==> src/common/arb_defs.svh <==
// Register offsets, field positions, reset values and timing counts of the arbiter
`ifndef ARB_DEFS_SVH
`define ARB_DEFS_SVH

// Register byte offsets
`define PRIORITY_RAISE_DELAY_REGISTER_OFF      32'h0010_0100
`define ARB_WEIGHT_OFF     32'h0010_0104
`define ARB_ENABLE_OFF     32'h0010_0110
`define ARB_REFRESH_OFF    32'h0010_0114
`define ARB_STATUS_OFF     32'h0010_0118
`define ARB_MASK_OFF       32'h0010_011C
`define ARB_STATE_OFF      32'h0010_0120

// Weight register field positions (low bit of each field)
`define ARB_W_CPU_LSB      16
`define ARB_W_L2_LSB       14
`define ARB_W_VO_LSB       12
`define ARB_W_L3_LSB       10
`define ARB_W_ICP_LSB      8
`define ARB_W_L4_LSB       6
`define ARB_W_VI_BIT       5
`define ARB_W_L5_LSB       3
`define ARB_W_PCI_LSB      1
`define ARB_W_L6_BIT       0
`define ARB_WEIGHT_BITS    18

// Reset values
`define ARB_WEIGHT_RST     18'h0_0000
`define PRIORITY_RAISE_DELAY_REGISTER_RST      16'h0000
`define ARB_ENABLE_RST     10'h3FF
`define ARB_MASK_RST       8'h00

// Timing in SDRAM cycles; raise step in processor cycles, size in bytes, period and window in ns
`define ARB_TXN_CYC        20
`define ARB_REORDER_CYC    10
`define ARB_REFR_TXN_CYC   19
`define ARB_DECIDE_CYC     16
`define PRIORITY_RAISE_DELAY_REGISTER_UNIT     16
`define ARB_XFER_BYTES     64
`define ARB_CLK_PERIOD_NS  8
`define ARB_REFR_WINDOW_NS 64000000
`define ARB_REFR_COUNT     4096
// Longest interval: rounded down to whole cycles
`define ARB_REFR_CYC       (`ARB_REFR_WINDOW_NS / `ARB_CLK_PERIOD_NS / `ARB_REFR_COUNT)

`endif

==> src/common/arb_pkg.sv <==
// Types shared by the memory arbiter modules
package arb_pkg;
  // Bus slot state, Gray coded along idle -> transfer -> refresh
  typedef enum logic [1:0] {
    ST_IDLE = 2'b00,
    ST_XFER = 2'b01,
    ST_REFR = 2'b11
  } slot_state_e;
  // Requester index, hierarchy order from top to bottom
  typedef enum logic [3:0] {
    U_CPU  = 4'h0,
    U_VO   = 4'h1,
    U_ICP  = 4'h2,
    U_VI   = 4'h3,
    U_PCI  = 4'h4,
    U_VLD  = 4'h5,
    U_AI   = 4'h6,
    U_AO   = 4'h7,
    U_DISC_DECODER_UNIT = 4'h8,
    U_BOOT = 4'h9
  } unit_e;
  typedef logic [2:0] weight_t;
endpackage : arb_pkg

==> src/common/arb_level_if.sv <==
// Signals between the arbiter core and one two-way hierarchy level
`timescale 1ns/1ps
interface arb_level_if;
  import arb_pkg::*;
  logic    own_req;
  logic    low_req;
  logic    take;
  weight_t w_own;
  weight_t w_low;
  logic    pick_own;
  modport ctl (output own_req, low_req, take, w_own, w_low, input pick_own);
  modport lvl (input own_req, low_req, take, w_own, w_low, output pick_own);
endinterface : arb_level_if

==> src/core/mem_arbiter.sv <==
// Hierarchical weighted main-memory arbiter with refresh and priority raise
`timescale 1ns/1ps
`include "arb_defs.svh"

module mem_arbiter
  import arb_pkg::*;
#(
  parameter int N_UNIT = 10,
  parameter int N_L6   = 5
)
(
  input  wire logic              ref_clk_i,
  input  wire logic              rst_i,
  input  wire logic [31:0]       reg_addr_i,
  input  wire logic [31:0]       reg_wdata_i,
  input  wire logic              reg_wr_i,
  input  wire logic              reg_rd_i,
  output logic      [31:0]       reg_rdata_o,
  input  wire logic              cpu_mmio_req_i,
  input  wire logic              cpu_dcache_req_i,
  input  wire logic              cpu_icache_req_i,
  input  wire logic              cpu_reorder_i,
  input  wire logic [N_UNIT-1:1] unit_req_i,
  input  wire logic [1:0]        cpu_ticks_i,
  input  wire logic [3:0]        rt_overflow_i,
  input  wire logic [3:0]        rt_underflow_i,
  output logic      [N_UNIT-1:0] ack_o,
  output logic      [1:0]        cpu_src_o,
  output logic                   mem_start_o,
  output logic      [3:0]        mem_unit_o,
  output logic      [6:0]        mem_bytes_o,
  output logic                   refresh_o,
  output logic                   irq_o
);
  localparam int N_LVL = N_UNIT - N_L6;

  logic [`ARB_WEIGHT_BITS-1:0] weight_reg;
  logic [15:0]                 raise_reg;
  logic [N_UNIT-1:0]           unit_en;
  logic [15:0]                 refr_interval;
  logic [7:0]                  irq_status;
  logic [7:0]                  irq_mask;
  slot_state_e                 state;
  logic [4:0]                  elap;
  logic [4:0]                  slot_len;
  logic                        pend_valid;
  logic [3:0]                  pend_unit;
  logic                        pend_reorder;
  logic [15:0]                 refr_cnt;
  logic                        refr_due;
  logic [N_UNIT-1:0]           raised;
  logic [N_UNIT-1:0]           base_req;
  logic [N_UNIT-1:0]           eff_req;
  logic [3:0]                  win;
  logic                        decide;
  logic                        cpu_any;
  logic [1:0]                  cpu_pick;
  weight_t                     w_own [N_LVL];
  weight_t                     w_low [N_LVL];
  logic [1:0]                  c6 [N_L6];
  logic [N_L6-1:0]             l6_has;
  logic                        l6_reload;
  logic [3:0]                  l6_win;
  logic [N_LVL-1:0]            pick_vec;

  arb_level_if lv [N_LVL] ();

  // Register write port; weights reset to code zero, all weights one
  wire wr_hit_weight = reg_wr_i && reg_addr_i == `ARB_WEIGHT_OFF;
  always_ff @(posedge ref_clk_i or posedge rst_i)
  begin
    if (rst_i)
    begin
      weight_reg    <= `ARB_WEIGHT_RST;
      raise_reg     <= `PRIORITY_RAISE_DELAY_REGISTER_RST;
      unit_en       <= `ARB_ENABLE_RST;
      refr_interval <= 16'(`ARB_REFR_CYC);
      irq_mask      <= `ARB_MASK_RST;
    end
    else if (reg_wr_i)
    begin
      if (wr_hit_weight)
        weight_reg <= reg_wdata_i[`ARB_WEIGHT_BITS-1:0];
      if (reg_addr_i == `PRIORITY_RAISE_DELAY_REGISTER_OFF)
        raise_reg <= reg_wdata_i[15:0];
      if (reg_addr_i == `ARB_ENABLE_OFF)
        unit_en <= reg_wdata_i[N_UNIT-1:0];
      if (reg_addr_i == `ARB_REFRESH_OFF)
        refr_interval <= reg_wdata_i[15:0];
      if (reg_addr_i == `ARB_MASK_OFF)
        irq_mask <= reg_wdata_i[7:0];
    end
  end

  // Exception flags: a new event beats a same-cycle write-one clear
  always_ff @(posedge ref_clk_i or posedge rst_i)
  begin
    if (rst_i)
      irq_status <= 8'h00;
    else
      irq_status <= {rt_underflow_i, rt_overflow_i}
                  | (irq_status & ~((reg_wr_i && reg_addr_i == `ARB_STATUS_OFF)
                                    ? reg_wdata_i[7:0] : 8'h00));
  end

  assign irq_o = |(irq_status & irq_mask);

  // Read port, data one cycle after the strobe; unmapped reads as zero
  always_ff @(posedge ref_clk_i or posedge rst_i)
  begin
    if (rst_i)
      reg_rdata_o <= 32'h0000_0000;
    else if (reg_rd_i)
    begin
      case (reg_addr_i)
        `ARB_WEIGHT_OFF:  reg_rdata_o <= {14'h0000, weight_reg};
        `PRIORITY_RAISE_DELAY_REGISTER_OFF:   reg_rdata_o <= {16'h0000, raise_reg};
        `ARB_ENABLE_OFF:  reg_rdata_o <= {22'h00_0000, unit_en};
        `ARB_REFRESH_OFF: reg_rdata_o <= {16'h0000, refr_interval};
        `ARB_STATUS_OFF:  reg_rdata_o <= {24'h00_0000, irq_status};
        `ARB_MASK_OFF:    reg_rdata_o <= {24'h00_0000, irq_mask};
        `ARB_STATE_OFF:   reg_rdata_o <= {14'h0000, raised, pend_unit, pend_valid, refr_due,
                                          state};
        default:          reg_rdata_o <= 32'h0000_0000;
      endcase
    end
  end

  // Processor sources merged with fixed priority: register, data, instruction
  assign cpu_any  = cpu_mmio_req_i || cpu_dcache_req_i || cpu_icache_req_i;
  assign cpu_pick = cpu_mmio_req_i ? 2'h0 : (cpu_dcache_req_i ? 2'h1 : 2'h2);

  // Disabled units drop out, which is the same as a zero weight
  assign base_req = {unit_req_i, cpu_any} & unit_en;

  // Raise timers: only the four units with a delay field start low
  genvar u;
  generate
    for (u = 0; u < N_UNIT; u++)
    begin : g_raise
      localparam int FLD = (u == 1) ? 0 : (u == 3) ? 1 : (u == 4) ? 2 : (u == 5) ? 3 : -1;
      if (FLD < 0)
      begin : g_fixed
        assign raised[u] = 1'b1;
      end
      else
      begin : g_timed
        logic [11:0] wait_cnt;
        wire  [11:0] thr = {raise_reg[FLD*4 +: 4], 8'h00} >> 4;
        // Counts processor cycles, 16 per delay step
        always_ff @(posedge ref_clk_i or posedge rst_i)
        begin
          if (rst_i)
            wait_cnt <= 12'h000;
          else if (!base_req[u] || ack_o[u])
            wait_cnt <= 12'h000;
          else if (!raised[u])
            wait_cnt <= wait_cnt + 12'(cpu_ticks_i);
        end
        assign raised[u] = wait_cnt >= thr;
      end
    end
  endgenerate

  // Raised requests win over low ones; with none raised all compete
  assign eff_req = |(base_req & raised) ? (base_req & raised) : base_req;

  // Per-level weights; a disabled level side gets weight zero
  always_comb
  begin
    w_own[0] = 3'(weight_reg[`ARB_W_CPU_LSB +: 2]) + 3'h1;
    w_low[0] = 3'(weight_reg[`ARB_W_L2_LSB +: 2]) + 3'h1;
    w_own[1] = {weight_reg[`ARB_W_VO_LSB +: 2], 1'b1};
    w_low[1] = {weight_reg[`ARB_W_L3_LSB +: 2], 1'b1};
    w_own[2] = {weight_reg[`ARB_W_ICP_LSB +: 2], 1'b1};
    w_low[2] = {weight_reg[`ARB_W_L4_LSB +: 2], 1'b1};
    w_own[3] = {2'b00, weight_reg[`ARB_W_VI_BIT]} + 3'h1;
    w_low[3] = {weight_reg[`ARB_W_L5_LSB +: 2], 1'b1};
    w_own[4] = {weight_reg[`ARB_W_PCI_LSB +: 2], 1'b1};
    w_low[4] = {2'b00, weight_reg[`ARB_W_L6_BIT]} + 3'h1;
  end

  // Five two-way levels in a chain, each sees everything below as one side
  genvar l;
  generate
    for (l = 0; l < N_LVL; l++)
    begin : g_lvl
      assign lv[l].own_req = eff_req[l];
      assign lv[l].low_req = |(eff_req >> (l + 1));
      assign lv[l].w_own   = unit_en[l] ? w_own[l] : 3'h0;
      assign lv[l].w_low   = |(unit_en >> (l + 1)) ? w_low[l] : 3'h0;
      assign lv[l].take    = decide && (win >= 4'(l));
      // Flattened so the winner search can index it with a loop variable
      assign pick_vec[l]   = lv[l].pick_own;
      arb_level u_level (
        .ref_clk_i (ref_clk_i),
        .rst_i     (rst_i),
        .lv        (lv[l])
      );
    end
  endgenerate

  // Lowest level: credits per unit, U_VLD two, the rest one
  always_comb
  begin
    l6_win = 4'(N_LVL);
    for (int j = 0; j < N_L6; j++)
      l6_has[j] = eff_req[N_LVL + j] && (c6[j] != 2'h0);
    l6_reload = !(|l6_has);
    for (int j = N_L6 - 1; j >= 0; j--)
      if (l6_reload ? eff_req[N_LVL + j] : l6_has[j])
        l6_win = 4'(N_LVL + j);
  end

  always_ff @(posedge ref_clk_i or posedge rst_i)
  begin
    if (rst_i)
      for (int j = 0; j < N_L6; j++)
        c6[j] <= 2'h0;
    else if (decide && win >= 4'(N_LVL))
      for (int j = 0; j < N_L6; j++)
        if (l6_reload)
          c6[j] <= ((j == 0) ? 2'h2 : 2'h1) - ((4'(N_LVL + j) == win) ? 2'h1 : 2'h0);
        else if (4'(N_LVL + j) == win)
          c6[j] <= c6[j] - 2'h1;
  end

  // Winner: first level whose own side is picked, else the lowest level
  always_comb
  begin
    win = l6_win;
    for (int i = N_LVL - 1; i >= 0; i--)
      if (pick_vec[i])
        win = 4'(i);
  end

  // Decision at idle, or sixteen cycles into the running transaction
  assign decide = !pend_valid && (|eff_req) && (state == ST_IDLE
                  || (state == ST_XFER && elap >= 5'(`ARB_DECIDE_CYC)));

  // One acknowledge per decision, held request is released by it
  always_ff @(posedge ref_clk_i or posedge rst_i)
  begin
    if (rst_i)
    begin
      ack_o     <= '0;
      cpu_src_o <= 2'h0;
    end
    else
    begin
      ack_o <= decide ? (N_UNIT'(1) << win) : '0;
      if (decide && win == U_CPU)
        cpu_src_o <= cpu_pick;
    end
  end

  // Refresh interval counter; a zero interval stops refresh
  always_ff @(posedge ref_clk_i or posedge rst_i)
  begin
    if (rst_i)
      refr_cnt <= 16'h0000;
    else if (refr_interval == 16'h0000 || refr_cnt >= refr_interval - 16'h0001)
      refr_cnt <= 16'h0000;
    else
      refr_cnt <= refr_cnt + 16'h0001;
  end

  // Slot sequencer: refresh first, then the pending grant
  always_ff @(posedge ref_clk_i or posedge rst_i)
  begin
    if (rst_i)
    begin
      state        <= ST_IDLE;
      elap         <= 5'h00;
      slot_len     <= 5'h00;
      pend_valid   <= 1'b0;
      pend_unit    <= 4'h0;
      pend_reorder <= 1'b0;
      refr_due     <= 1'b0;
      refresh_o    <= 1'b0;
      mem_start_o  <= 1'b0;
      mem_unit_o   <= 4'h0;
      mem_bytes_o  <= 7'h00;
    end
    else
    begin
      refresh_o   <= 1'b0;
      mem_start_o <= 1'b0;
      if (refr_interval != 16'h0000 && refr_cnt >= refr_interval - 16'h0001)
        refr_due <= 1'b1; // New tick wins over the take below
      else if (state == ST_IDLE && refr_due)
        refr_due <= 1'b0;
      if (decide)
      begin
        pend_valid   <= 1'b1;
        pend_unit    <= win;
        pend_reorder <= (win == U_CPU) && cpu_reorder_i;
      end
      case (state)
        ST_IDLE:
        begin
          elap <= 5'h00;
          if (refr_due)
          begin
            state     <= ST_REFR;
            slot_len  <= 5'(`ARB_REFR_TXN_CYC);
            refresh_o <= 1'b1;
          end
          else if (pend_valid)
          begin
            state       <= ST_XFER;
            pend_valid  <= 1'b0;
            slot_len    <= pend_reorder ? 5'(`ARB_TXN_CYC + `ARB_REORDER_CYC)
                                        : 5'(`ARB_TXN_CYC);
            mem_start_o <= 1'b1;
            mem_unit_o  <= pend_unit;
            mem_bytes_o <= 7'(`ARB_XFER_BYTES);
          end
        end
        ST_XFER, ST_REFR:
        begin
          elap <= elap + 5'h01;
          if (elap >= slot_len - 5'h01)
            state <= ST_IDLE;
        end
        default:
          state <= ST_IDLE;
      endcase
    end
  end
endmodule : mem_arbiter

==> src/core/arb_level.sv <==
// One hierarchy level: weighted round robin between its unit and the levels below
`timescale 1ns/1ps
module arb_level
  import arb_pkg::*;
(
  input  wire logic   ref_clk_i,
  input  wire logic   rst_i,
  arb_level_if.lvl    lv
);
  weight_t c_own;
  weight_t c_low;

  // Own side wins alone, or while it has credit, or when both sides are spent
  assign lv.pick_own = lv.own_req && (!lv.low_req || (c_own != 3'h0) || (c_low == 3'h0));

  // Credits only move when both sides contend; lone requests take free slots
  always_ff @(posedge ref_clk_i or posedge rst_i)
  begin
    if (rst_i)
    begin
      c_own <= 3'h0;
      c_low <= 3'h0;
    end
    else if (lv.take && lv.own_req && lv.low_req)
    begin
      if (lv.pick_own && c_own != 3'h0)
        c_own <= c_own - 3'h1;
      else if (lv.pick_own)
      begin
        c_own <= lv.w_own - 3'h1; // Reload round, own slot spent now
        c_low <= lv.w_low;
      end
      else
        c_low <= c_low - 3'h1;
    end
  end
endmodule : arb_level

==> config.mk <==
export PLATFORM = sky130hd
export DESIGN_NAME = mem_arbiter
export DESIGN_NICKNAME = d
export VERILOG_FILES = /design/src/common/arb_pkg.sv /design/src/common/arb_level_if.sv /design/src/core/mem_arbiter.sv /design/src/core/arb_level.sv
export VERILOG_INCLUDE_DIRS = /design/src /design/src/common
export SDC_FILE = /design/constraint.sdc
export NUM_CORES = 1
export LEC_CHECK = 0
export BUFFER_PORTS_ARGS = -buffer_cell sky130_fd_sc_hd__buf_2
export CAP_MARGIN = 30
export CORE_AREA = 10 10 168 170
export CTS_CLUSTER_SIZE = 10
export DETAILED_ROUTE_END_ITERATION = 6
export DIE_AREA = 0 0 178 180
export PLACE_DENSITY_LB_ADDON = 0.12
export SLEW_MARGIN = 0
export SYNTH_ARGS = -nofsm -noshare
export SYNTH_HDL_FRONTEND = slang
export SYNTH_SLANG_ARGS = --single-unit
==> constraint.sdc <==
create_clock -name ref_clk_i -period 7.4 [get_ports ref_clk_i]
set_input_delay 0.74 -clock ref_clk_i [delete_from_list [all_inputs] [get_ports ref_clk_i]]
set_output_delay 0.74 -clock ref_clk_i [all_outputs]
set_load 0.02 [all_outputs]
**Yosys cells after proc, flatten, opt, wreduce, memory -nomap -nowiden**

Cells that the tools add are included.
Widths: inputs -> output; s select.

- Register bits: 250
- Input port bits: 91
- Output and inout port bits: 58
- Word-level logic and storage cells: 350

- Add/sub/neg operators: 37
- Magnitude comparators: 13
- Equality and inequality tests: 25
- Shift-type cells: 1
- Muxes and demuxes: 89
- Bitwise gates (word level): 12
- Reductions and logical operators: 133

Operators by type and width:

| cell | number |
|---|---|
| $eq 32x21->1 const B | 7 |
| $pmux 18 s7 | 1 |
| $mux 12 | 8 |
| $mux 3 | 23 |
| $add 12x2->12 | 4 |
| $ge 12x8->1 | 4 |
| $mux 4 | 11 |
| $reduce_and 2->1 | 22 |
| $sub 3x1->3 const B | 14 |
| $logic_and 1x1->1 | 40 |
| $mux 2 | 17 |
| $reduce_bool 2->1 | 13 |
| $reduce_or 8->1 | 3 |
| $mux 1 | 21 |
| $and 10x10->10 | 2 |
| $mux 10 | 2 |
| $reduce_or 10->1 | 2 |
| $logic_or 1x1->1 | 18 |
| $ne 2x1->1 const B | 9 |
| $reduce_or 9->1 | 2 |
| $add 16x1->16 const B | 1 |
| $and 8x8->8 | 2 |
| $ge 16x16->1 | 1 |
| $logic_not 16->1 | 1 |
| 40 further kinds | 82 |

**Longest topological paths before layout**

Gate-level depths: netlist of run 1.

- Depth after elaboration: 24
- Depth in mapped cells: 17
- Depth with buffers taken out: 16

**Cells and area by module**

A second synthesis of run 1 with hierarchy kept.

- Cells, all modules: 1334
- Area total of the unflattened synthesis: 13447.9 um^2

By module, submodules not included:

| module | instances | cells an instance | area each (um^2) |
|---|---|---|---|
| mem_arbiter | 1 | 1114 | 11414.7 |
| arb_level | 5 | 44 | 406.6 |

**Worst setup path before layout of run 1**

No wires, ideal clock.

- Kind: input to register
- From: input cpu_mmio_req_i
- To: register g_lvl[4].u_level.c_own[0]
- Arrival time: 3.366 ns
- Data required time: 7.275 ns
- Path slack: 3.909 ns
- Stages: 12
- Path buffers: 2
- Cell sequence: o31a_1 buf_2 nor2_1 o21ai_2 a2111oi_4 nor4_4 o31ai_4 nand3b_2 nor2_4 and3_1 clkbuf_1 mux2_2

- Longest elaborated chain between the ends: 24

Ends and longest elaborated chain:

| element | RTL line | text |
|---|---|---|
| start, declared | mem_arbiter.sv:19 | `input wire logic cpu_mmio_req_i,` |
| $logic_or 1x1->1 (*) (2 in series) | mem_arbiter.sv:130 | `assign cpu_any = cpu_mmio_req_i \|\| cpu_dcache_req_i \|\| cpu_icache_req_i;` |
| $and 10x10->10 (*) | mem_arbiter.sv:134 | `assign base_req = {unit_req_i, cpu_any} & unit_en;` |
| $and 10x10->10 | mem_arbiter.sv:166 | `assign eff_req = \|(base_req & raised) ? (base_req & raised) : base_req;` |
| $reduce_or 10->1 | mem_arbiter.sv:166 |  |
| $mux 10 (*) | mem_arbiter.sv:166 |  |
| $logic_and 1x1->1 | mem_arbiter.sv:208 | `l6_has[j] = eff_req[N_LVL + j] && (c6[j] != 2'h0);` |
| $reduce_or 5->1 | mem_arbiter.sv:209 | `l6_reload = !(\|l6_has);` |
| $mux 1 | mem_arbiter.sv:211 | `if (l6_reload ? eff_req[N_LVL + j] : l6_has[j])` |
| $mux 4 (5 in series) | mem_arbiter.sv:211 |  |
| $mux 4 (5 in series) | mem_arbiter.sv:233 | `if (pick_vec[i])` |
| $ge 4x3->1 | mem_arbiter.sv:192 | `assign lv[l].take = decide && (win >= 4'(l));` |
| $logic_and 1x1->1 | mem_arbiter.sv:192 |  |
| $logic_and 1x1->1 (2 in series) | arb_level.sv:24 | `else if (lv.take && lv.own_req && lv.low_req)` |
| $reduce_and 2->1 (no line) | -- |  |
| end signal, assigned | arb_level.sv:27 | `c_own <= c_own - 3'h1;` |
| end signal, assigned | arb_level.sv:30 | `c_own <= lv.w_own - 3'h1;` |
| end, declared | arb_level.sv:10 | `weight_t c_own;` |

Mark *: on every way between the ends. The rest lies on a longest branch, timed or not.
A chain may end at the register's enable or synchronous reset.

**Worst setup path in the final report of run 1**

- From: register raise_reg[15]
- To: register cpu_src_o[1]

- Longest elaborated chain between the ends: 19

Ends and longest elaborated chain:

| element | RTL line | text |
|---|---|---|
| start, declared | mem_arbiter.sv:38 | `logic [15:0] raise_reg;` |
| start signal, assigned | mem_arbiter.sv:75 | `` raise_reg <= `PRIORITY_RAISE_DELAY_REGISTER_RST; `` |
| start signal, assigned | mem_arbiter.sv:85 | `raise_reg <= reg_wdata_i[15:0];` |
| $ge 12x8->1 (*) | mem_arbiter.sv:160 | `assign raised[u] = wait_cnt >= thr;` |
| $and 10x10->10 (*) | mem_arbiter.sv:166 |  |
| $reduce_or 10->1 | mem_arbiter.sv:166 |  |
| $mux 10 (*) | mem_arbiter.sv:166 |  |
| $logic_and 1x1->1 | mem_arbiter.sv:208 |  |
| $reduce_or 5->1 | mem_arbiter.sv:209 |  |
| $mux 1 | mem_arbiter.sv:211 |  |
| $mux 4 (5 in series) | mem_arbiter.sv:211 |  |
| $mux 4 (5 in series) | mem_arbiter.sv:233 |  |
| $logic_not 4->1 | mem_arbiter.sv:252 | `if (decide && win == U_CPU)` |
| $logic_and 1x1->1 (*) | mem_arbiter.sv:252 |  |
| end signal, assigned | mem_arbiter.sv:253 | `cpu_src_o <= cpu_pick;` |
| end, declared | mem_arbiter.sv:28 | `output logic [1:0] cpu_src_o,` |

Marked as above.

==> summary.txt, run 1 <==
Synthesis
  • Post-synth top area cell: dfrtp_1
  • Yosys reg bits: 236
  • Synth top area share: a little over two fifths
  • Synth Flop Type: dfrtp_1
  • Fraction of registers with async set or reset after synthesis: 100%
  • Sequential element share of the synthesized area: 45.0%
  • Top cells by instance count after synthesis: 220 x dfrtp_1, 133 x nor2_1, 109 x nand2_1
  • Netlist Area Pre-Place: 13200 sq um
  • Count leader, synth: dfrtp_1
  • Syn Area/Cell: 10.1 sq um
  • EDFF count, synth: 0
  • Yosys warns: 0
  • Synth area leaders: dfrtp_1 42%, mux2_2 7.4%, ha_1 6.8%
  • Post-synthesis cell type count: 90
  • Mapped Cells: approximately 1300

Worst setup path
  • CP Max Fanout: 12
  • Crit. End Element: flip-flop
  • Crit Path Category: reg -> reg
  • CP required: about 7.8 ns
  • Arr. time, crit path: 4.93 ns
  • CP cell instances: inv_1 > ha_1 > a211o_1 > nor4_1 > o21a_1 > o211ai_2 > nor4_4 > a41o_2 > a21oi_1 > a41oi_2 > and2b_1 > mux2_2
  • Crit start category: flip-flop
  • Worst path max stage delay: around 0.56 ns
  • Critical-path top delay cell: o21a_1

Global routing
  • Vias in the first global route: between 10000 and 15000
  • All-Layer GR Usage: a little over 20%
  • Largest net degree at the start of global routing: between 80 and 90
  • Initial antenna violation count: 0
  • Global-route wire length before repair: 54100 microns
  • Overflow after GRT: 0

Pwr
  • PwrDens: 179 nW/um^2
  • Static Leak: about 0.007 uW
  • VDD IR max: 175 uV

Clocking
  • CTS resizes: 0
  • CTS root buf: clkbuf_16
  • Cts hold-fix bufs: 0
  • TritonCTS clock tree: done
  • TritonCTS Buffers: 28
  • Clock latency at the later pin of the worst-skew pair: ~0.54 ns
  • Clock sink count: 236
  • Clock buffer depth: 3
  • Post-CTS setup buffer count: 0
  • H-tree depth: 1
  • Clk slew on worst S/H paths: ~0.06 ns

Layout
  • Layout cells sized above 1: between 20% and 30%
  • Layout fillers: approximately 2200
  • Fin nets: approximately 1600
  • Multi-input combinational cell area: between 6000 and 7000 sq um
  • Area Growth Syn to Fin: 13.1%
  • Max FFs per register: 48
  • # diodes: 0
  • Util after Layout: about three fifths
  • Sequential Area: approximately 5900 sq um

STA
  • Count of final setup violators: 0
  • Final Critical Period: about 4.5 ns
  • Final period util: roughly three fifths
  • Layout Skew: about 0.018 ns
  • Hold_ws: approximately 0.27 ns
  • Final WS setup: slightly below 3 ns
  • Setup TNS Final: 0 ns
  • Final-report hold violation count: 0
  • RSZ-0062 raised after global routing: no
  • Slew HR: 27.7%
  • Final Slew Violations: 0
  • Worst-margin pin slew: roughly 1.1 ns
  • FMAX: approximately 220 MHz

Route
  • Total wire length: about 34000 microns
  • Initial detailed-routing violation count: about 900
  • DRT Pass-1 Iters: 7
  • Routed via count: slightly above 10000
  • Vias/cell: ~5.8
  • Avg WL per Cell: 19.1 microns
  • Drc violations: 0
  • Post-route ant nets: 0

Floorplan
  • Initial Utilization: a little over half
  • Io pins: ~150
  • Site row count: 58
  • DIE AREA: approximately 32000 sq um
  • Core ar.: 24900 sq um
  • Die height: 180 microns
  • Width of the die: around 180 microns

Placed design
  • Final Wtd Congestion: approximately 0.87
  • Placement Setup Slack: between 2 and 3 ns
  • I/O Buffers: 114
  • Dpl hpwl: 25400 microns

Job
  • Max-cap viol count: 0

Hold path
  • Worst hold path type: in -> async

Outcome
  • Status: finished clean
-- critical path, delay by kind of cell, from the launching register on --
family | cells | cell delay (ns)
and+or+nand+nor | 3 | 1.20
buffers and inverters | 1 | 0.08
DFF | 1 | 0.40
adders and majority gates | 1 | 0.30
AOI/OAI and AO/OA | 6 | 2.03
muxes | 1 | 0.38
-- report_power, final --
| part | switching (uW) | internal, uW | total, uW |
|---|---|---|---|
| combinational | 70.6 | 29.3 | 100 |
| clock | 523 | 737 | 1260 |
| sequential | 3.09 | 1300 | 1300 |
-- final timing paths --
check | from | cells after the start | slack, ns | end
max in group asynchronous | rst_i | 4 | 6.08 | unit_en[9]
setup reg to reg | raise_reg[15] | 12 | 2.90 | cpu_src_o[1]
setup / recovery | raise_reg[15] | 12 | 2.90 | cpu_src_o[1]
min in group ref_clk_i | rt_underflow_i[0] | 2 | 0.38 | irq_status[4]
hold reg to reg | g_lvl[1].u_level.c_low[0] | 1 | 0.47 | g_lvl[1].u_level.c_low[0]
hold / removal | rst_i | 2 | 0.27 | reg_rdata_o[14]
-- metal layers --
layer | share of wire, % | up-vias | global-route usage, %
met5 | 0 | - | 0
li1 | - | 4884 | -
met1 | 46 | 5075 | 29.0
met3 | 4.8 | 46 | 2.81
met2 | 47 | 254 | 33.0
met4 | 2.3 | 0 | 5.17
-- metrics by stage --
step,total power (uW),cells,instance area [sq um]
finish,2660,1768,14900
floorplan,1380,1318,13200
global route,2750,1768,14900
global placement,1420,1713,14000
detailed placement,1420,1714,14000
CTS,2690,1766,14800
-- kinds of logic after synthesis --
family / share of synthesized area [%]
muxes: 8.29
AOI/OAI and AO/OA: 14.8
DFF: 45.0
and+or+nand+nor: 16.6
adders and majority gates: 7.36
other: 0.0285
buffers and inverters: 4.19
xor gates and xnor gates: 3.66
-- final cells by class --
type | instances | area share [%]
clock buffer | 51 | 5.50
tap | 330 | 2.78
clock inverter | 1 | 0.0589
timing repair buffer | 125 | 4.66
sequential | 236 | 39.8
multi-input combinational | 958 | 45.4
inverter | 67 | 1.74
-- layout by cell type, fill, tap and decap left out, types with 4 or more instances in the layout --
master,netlist,routed
nor2_1,133,133
a31oi_1,20,20
a222oi_1,14,14
nand2b_1,14,14
a211o_1,5,5
a21oi_1,59,59
mux2_2,87,87
a32oi_1,5,5
nor3_1,23,23
xnor2_1,26,26
inv_1,67,66
dfstp_2,16,16
and3_1,13,13
nand3b_1,6,6
o21ai_0,58,58
mux2i_1,11,11
o31ai_1,4,4
a22o_1,7,7
nand2_1,109,109
o22a_1,5,5
or4_1,6,6
clkbuf_16,0,29
nor4b_1,7,6
clkbuf_1,28,21
xor2_1,29,29
conb_1,1,20
o21a_1,6,6
and2_1,12,12
dfrtp_1,220,220
nand4_1,9,9
nand3_1,29,29
ha_1,71,71
a21o_1,24,24
buf_2,6,114
buf_4,21,9
a22oi_1,21,21
or3_1,14,14
fa_1,4,4
nor2b_1,14,14
nor4_1,15,15
Note: power is estimated with default switching activity, not from simulation.
==> run 2: changes to the inputs <==
--- a/config.mk
+++ b/config.mk
@@ -6,12 +6,13 @@
 export SDC_FILE = /design/constraint.sdc
 export NUM_CORES = 1
 export LEC_CHECK = 0
+export ABC_AREA = 1
 export BUFFER_PORTS_ARGS = -buffer_cell sky130_fd_sc_hd__buf_2
 export CAP_MARGIN = 30
-export CORE_AREA = 10 10 168 170
+export CORE_AREA = 10 10 166 168
 export CTS_CLUSTER_SIZE = 10
 export DETAILED_ROUTE_END_ITERATION = 6
-export DIE_AREA = 0 0 178 180
+export DIE_AREA = 0 0 176 178
 export PLACE_DENSITY_LB_ADDON = 0.12
 export SLEW_MARGIN = 0
 export SYNTH_ARGS = -nofsm -noshare
==> constraint.sdc (replaced) <==
create_clock -name ref_clk_i -period 4.5 [get_ports ref_clk_i]
set_input_delay 0.45 -clock ref_clk_i [delete_from_list [all_inputs] [get_ports ref_clk_i]]
set_output_delay 0.45 -clock ref_clk_i [all_outputs]
set_load 0.02 [all_outputs]
==> run 2 against run 1 <==
  * Register-to-register slack lost 2.0 ns
  * Largest cell class unchanged
  * Utilization grew 3.3 points
  * Largest power group is now clock
  * Final cell count grew 21%
  * Synthesized cell count grew 28%
  * Highest routed layer unchanged
==> summary.txt, run 2 <==
Global routing
  • Initial antenna violation count: 0
  • Largest net degree at the start of global routing: 104
  • Global-route wire length before repair: 56200 microns
  • All-Layer GR Usage: approximately 22%
  • Vias in the first global route: approximately 11000
  • Overflow after GRT: 0

Clocking
  • Clk slew on worst S/H paths: 0.06 ns
  • Post-CTS setup buffer count: 0
  • CTS root buf: clkbuf_16
  • TritonCTS Buffers: 28
  • Clock sink count: 236
  • Clock latency at the later pin of the worst-skew pair: 0.55 ns
  • CTS resizes: 0
  • H-tree depth: 1
  • TritonCTS clock tree: done
  • Clock buffer depth: 3

Placed design
  • I/O Buffers: between 100 and 150
  • Dpl hpwl: approximately 26000 microns
  • Placement Setup Slack: roughly 0.94 ns
  • Final Wtd Congestion: approximately 0.92

Hold path
  • Hold EP: irq_status[1]
  • Worst hold path type: in -> reg
  • Hold path cells: 3
  • Hold Startpoint: rt_overflow_i[1]

Route
  • Vias/cell: approximately 5.3
  • Total wire length: 34800 microns
  • Initial detailed-routing violation count: approximately 870
  • DRT Pass-1 Iters: 5
  • Routed via count: roughly 11000
  • Post-route ant nets: 0
  • Avg WL per Cell: 16.3 microns
  • Drc violations: 0

Layout
  • Area Growth Syn to Fin: 13.4%
  • Layout fillers: between 2000 and 2500
  • Most frequent cells in the layout: 310 x nand2_1, 279 x inv_1, 220 x dfrtp_1, 173 x o21ai_0, 147 x nor2_1
  • Max FFs per register: 48
  • Layout cells sized above 1: 14.3%
  • Most common cell after layout, fill and taps aside: nand2_1
  • Sequential Area: 5930 sq um
  • Multi-input combinational cell area: 6160 sq um
  • # diodes: 0
  • Fin nets: 1958

Synthesis
  • Yosys reg bits: ~240
  • Yosys warns: 0
  • EDFF count, synth: 0
  • Top cells by instance count after synthesis: 310 x nand2_1, 280 x inv_1, 220 x dfrtp_1
  • Fraction of registers with async set or reset after synthesis: 100%
  • Netlist Area Pre-Place: roughly 13000 sq um
  • Synth area leaders: dfrtp_1 41%, nand2_1 8.7%, inv_1 7.8%
  • Syn Area/Cell: a little over 8 sq um
  • Sequential element share of the synthesized area: ~44%
  • Count leader, synth: nand2_1
  • Post-synthesis cell type count: just over 60
  • Post-synth top area cell: dfrtp_1
  • Synth Flop Type: dfrtp_1
  • Mapped Cells: about 1700
  • Synth top area share: between 40 and 50%

Worst setup path
  • Critical R2R Capture: g_lvl[3].u_level.c_own[2]
  • Crit start category: flip-flop
  • Crit Path Category: reg -> reg
  • Reg2reg start: raise_reg[11]
  • Arr. time, crit path: slightly above 4 ns
  • Reg-to-reg slack, setup: between 0.9 and 1 ns
  • Crit. End Element: flip-flop
  • Cell count of the worst reg-to-reg path: 23
  • CP Max Fanout: 11
  • CP required: about 5.0 ns

STA
  • RSZ-0062 raised after global routing: no
  • Layout Skew: between 0.015 and 0.02 ns
  • Count of final setup violators: 0
  • FMAX: between 200 and 300 MHz
  • Worst-margin pin slew: just over 0.9 ns
  • Setup TNS Final: 0 ns
  • Final Critical Period: ~3.6 ns
  • Slew HR: between 30% and 40%
  • Final period util: between 70 and 80%
  • Final WS setup: ~0.9 ns
  • Final-report hold violation count: 0
  • Final Slew Violations: 0

Outcome
  • Status: finished clean

Floorplan
  • Site row count: 57
  • Width of the die: 176 microns
  • Initial Utilization: between 50% and 60%
  • Io pins: 149
  • DIE AREA: between 30000 and 40000 sq um
  • Core ar.: approximately 24000 sq um
  • Die height: around 180 microns

Pwr
  • Power consumption: 4430 uW
  • Static Leak: ~0.0077 uW
  • PwrDens: ~300 nW/um^2
  • VDD IR max: approximately 290 uV

Job
  • Max-cap viol count: 0
## run 2: what timing repair did
action                     CTS  global route
setup endpoints to repair    0             0
hold buffers                 1             0
hold endpoints to repair     6             0
## run 2: metal layers
metal  vias up  global-route usage (%)  part of all wire, %
met2       321                    36.7                   47
met1      5349                    29.8                   45
li1       5616                       -                    -
met5         -                       0                    0
met4         0                    6.57                  2.8
met3        60                    3.11                  5.3
## run 2: power by group
part / total [uW] / internal (uW) / leakage [uW] / switching, uW
registers: 2130 / 2130 / 0.00309 / 2.53
clock network: 2150 / 1280 / 0.000418 / 872
logic: 151 / 41.4 / 0.00416 / 110
total: 4430 / 3450 / 0.00766 / 985
## run 2: worst max path at each step
stage | end | cells past startpoint | slack, ns | startpoint
after CTS | g_lvl[3].u_level.c_own[2] | 23 | 0.92 | raise_reg[11]
after global placement | c6[2] | 25 | 1.01 | raise_reg[11]
after global routing | g_lvl[3].u_level.c_own[2] | 23 | 0.55 | raise_reg[3]
after detailed placement | g_lvl[3].u_level.c_own[2] | 23 | 0.94 | raise_reg[11]
after floorplan | ack_o[0] | 1 | 0.97 | rst_i
final | g_lvl[3].u_level.c_own[2] | 23 | 0.91 | raise_reg[11]
## run 2: logic make-up (layout without fill, tap and decap cells)
kind of cell	Yosys count	count (layout)	share of synthesized area (%)
and+or+nand+nor	676	676	23.0
buffers and inverters	342	471	10.3
AOI/OAI and AO/OA	295	295	12.4
DFF	236	236	44.2
adders and majority gates	75	75	7.23
xor gates and xnor gates	30	30	1.96
muxes	9	9	0.747
other	1	20	0.0280
## run 2: area by class of cell
type	count	share of cell area (%)
Timing Repair Buffer	126	4.75
Multi-Input combinational cell	1105	40.5
Inverter	295	7.33
Clock buffer	50	5.69
Sequential cell	236	39.0
Tap cell	324	2.67
## run 2: critical path, cell delays in order, from the launching register on
cell,delay [ns]
dfrtp_1,0.35
inv_1,0.09
ha_1,0.30
nand2_1,0.07
nor2_1,0.11
nand3_1,0.09
nand3_2,0.18
nand2_2,0.07
nand3_2,0.10
nor2_4,0.05
nand2_1,0.07
nand2_2,0.07
nor2_4,0.19
nand2_8,0.11
a21oi_2,0.49
inv_2,0.14
nor2_1,0.18
inv_1,0.07
o21ai_0,0.06
o21ai_0,0.15
ha_1,0.24
xnor2_1,0.15
nand4_1,0.10
nand2_1,0.08
## run 2: per-stage QoR
step / instances / instance area [sq um] / util, % / hold slack, ns
final: 2136 / 15200 / 63.0 / 0.0945
after global routing: 2136 / 15200 / 63.0 / 0.103
after CTS: 2136 / 15200 / 63.0 / 0.0813
after detailed placement: 2085 / 14300 / 59.4 / 0.461
after global placement: 2083 / 14300 / 59.2 / 0.449
after floorplan: 1683 / 13500 / - / 0.441
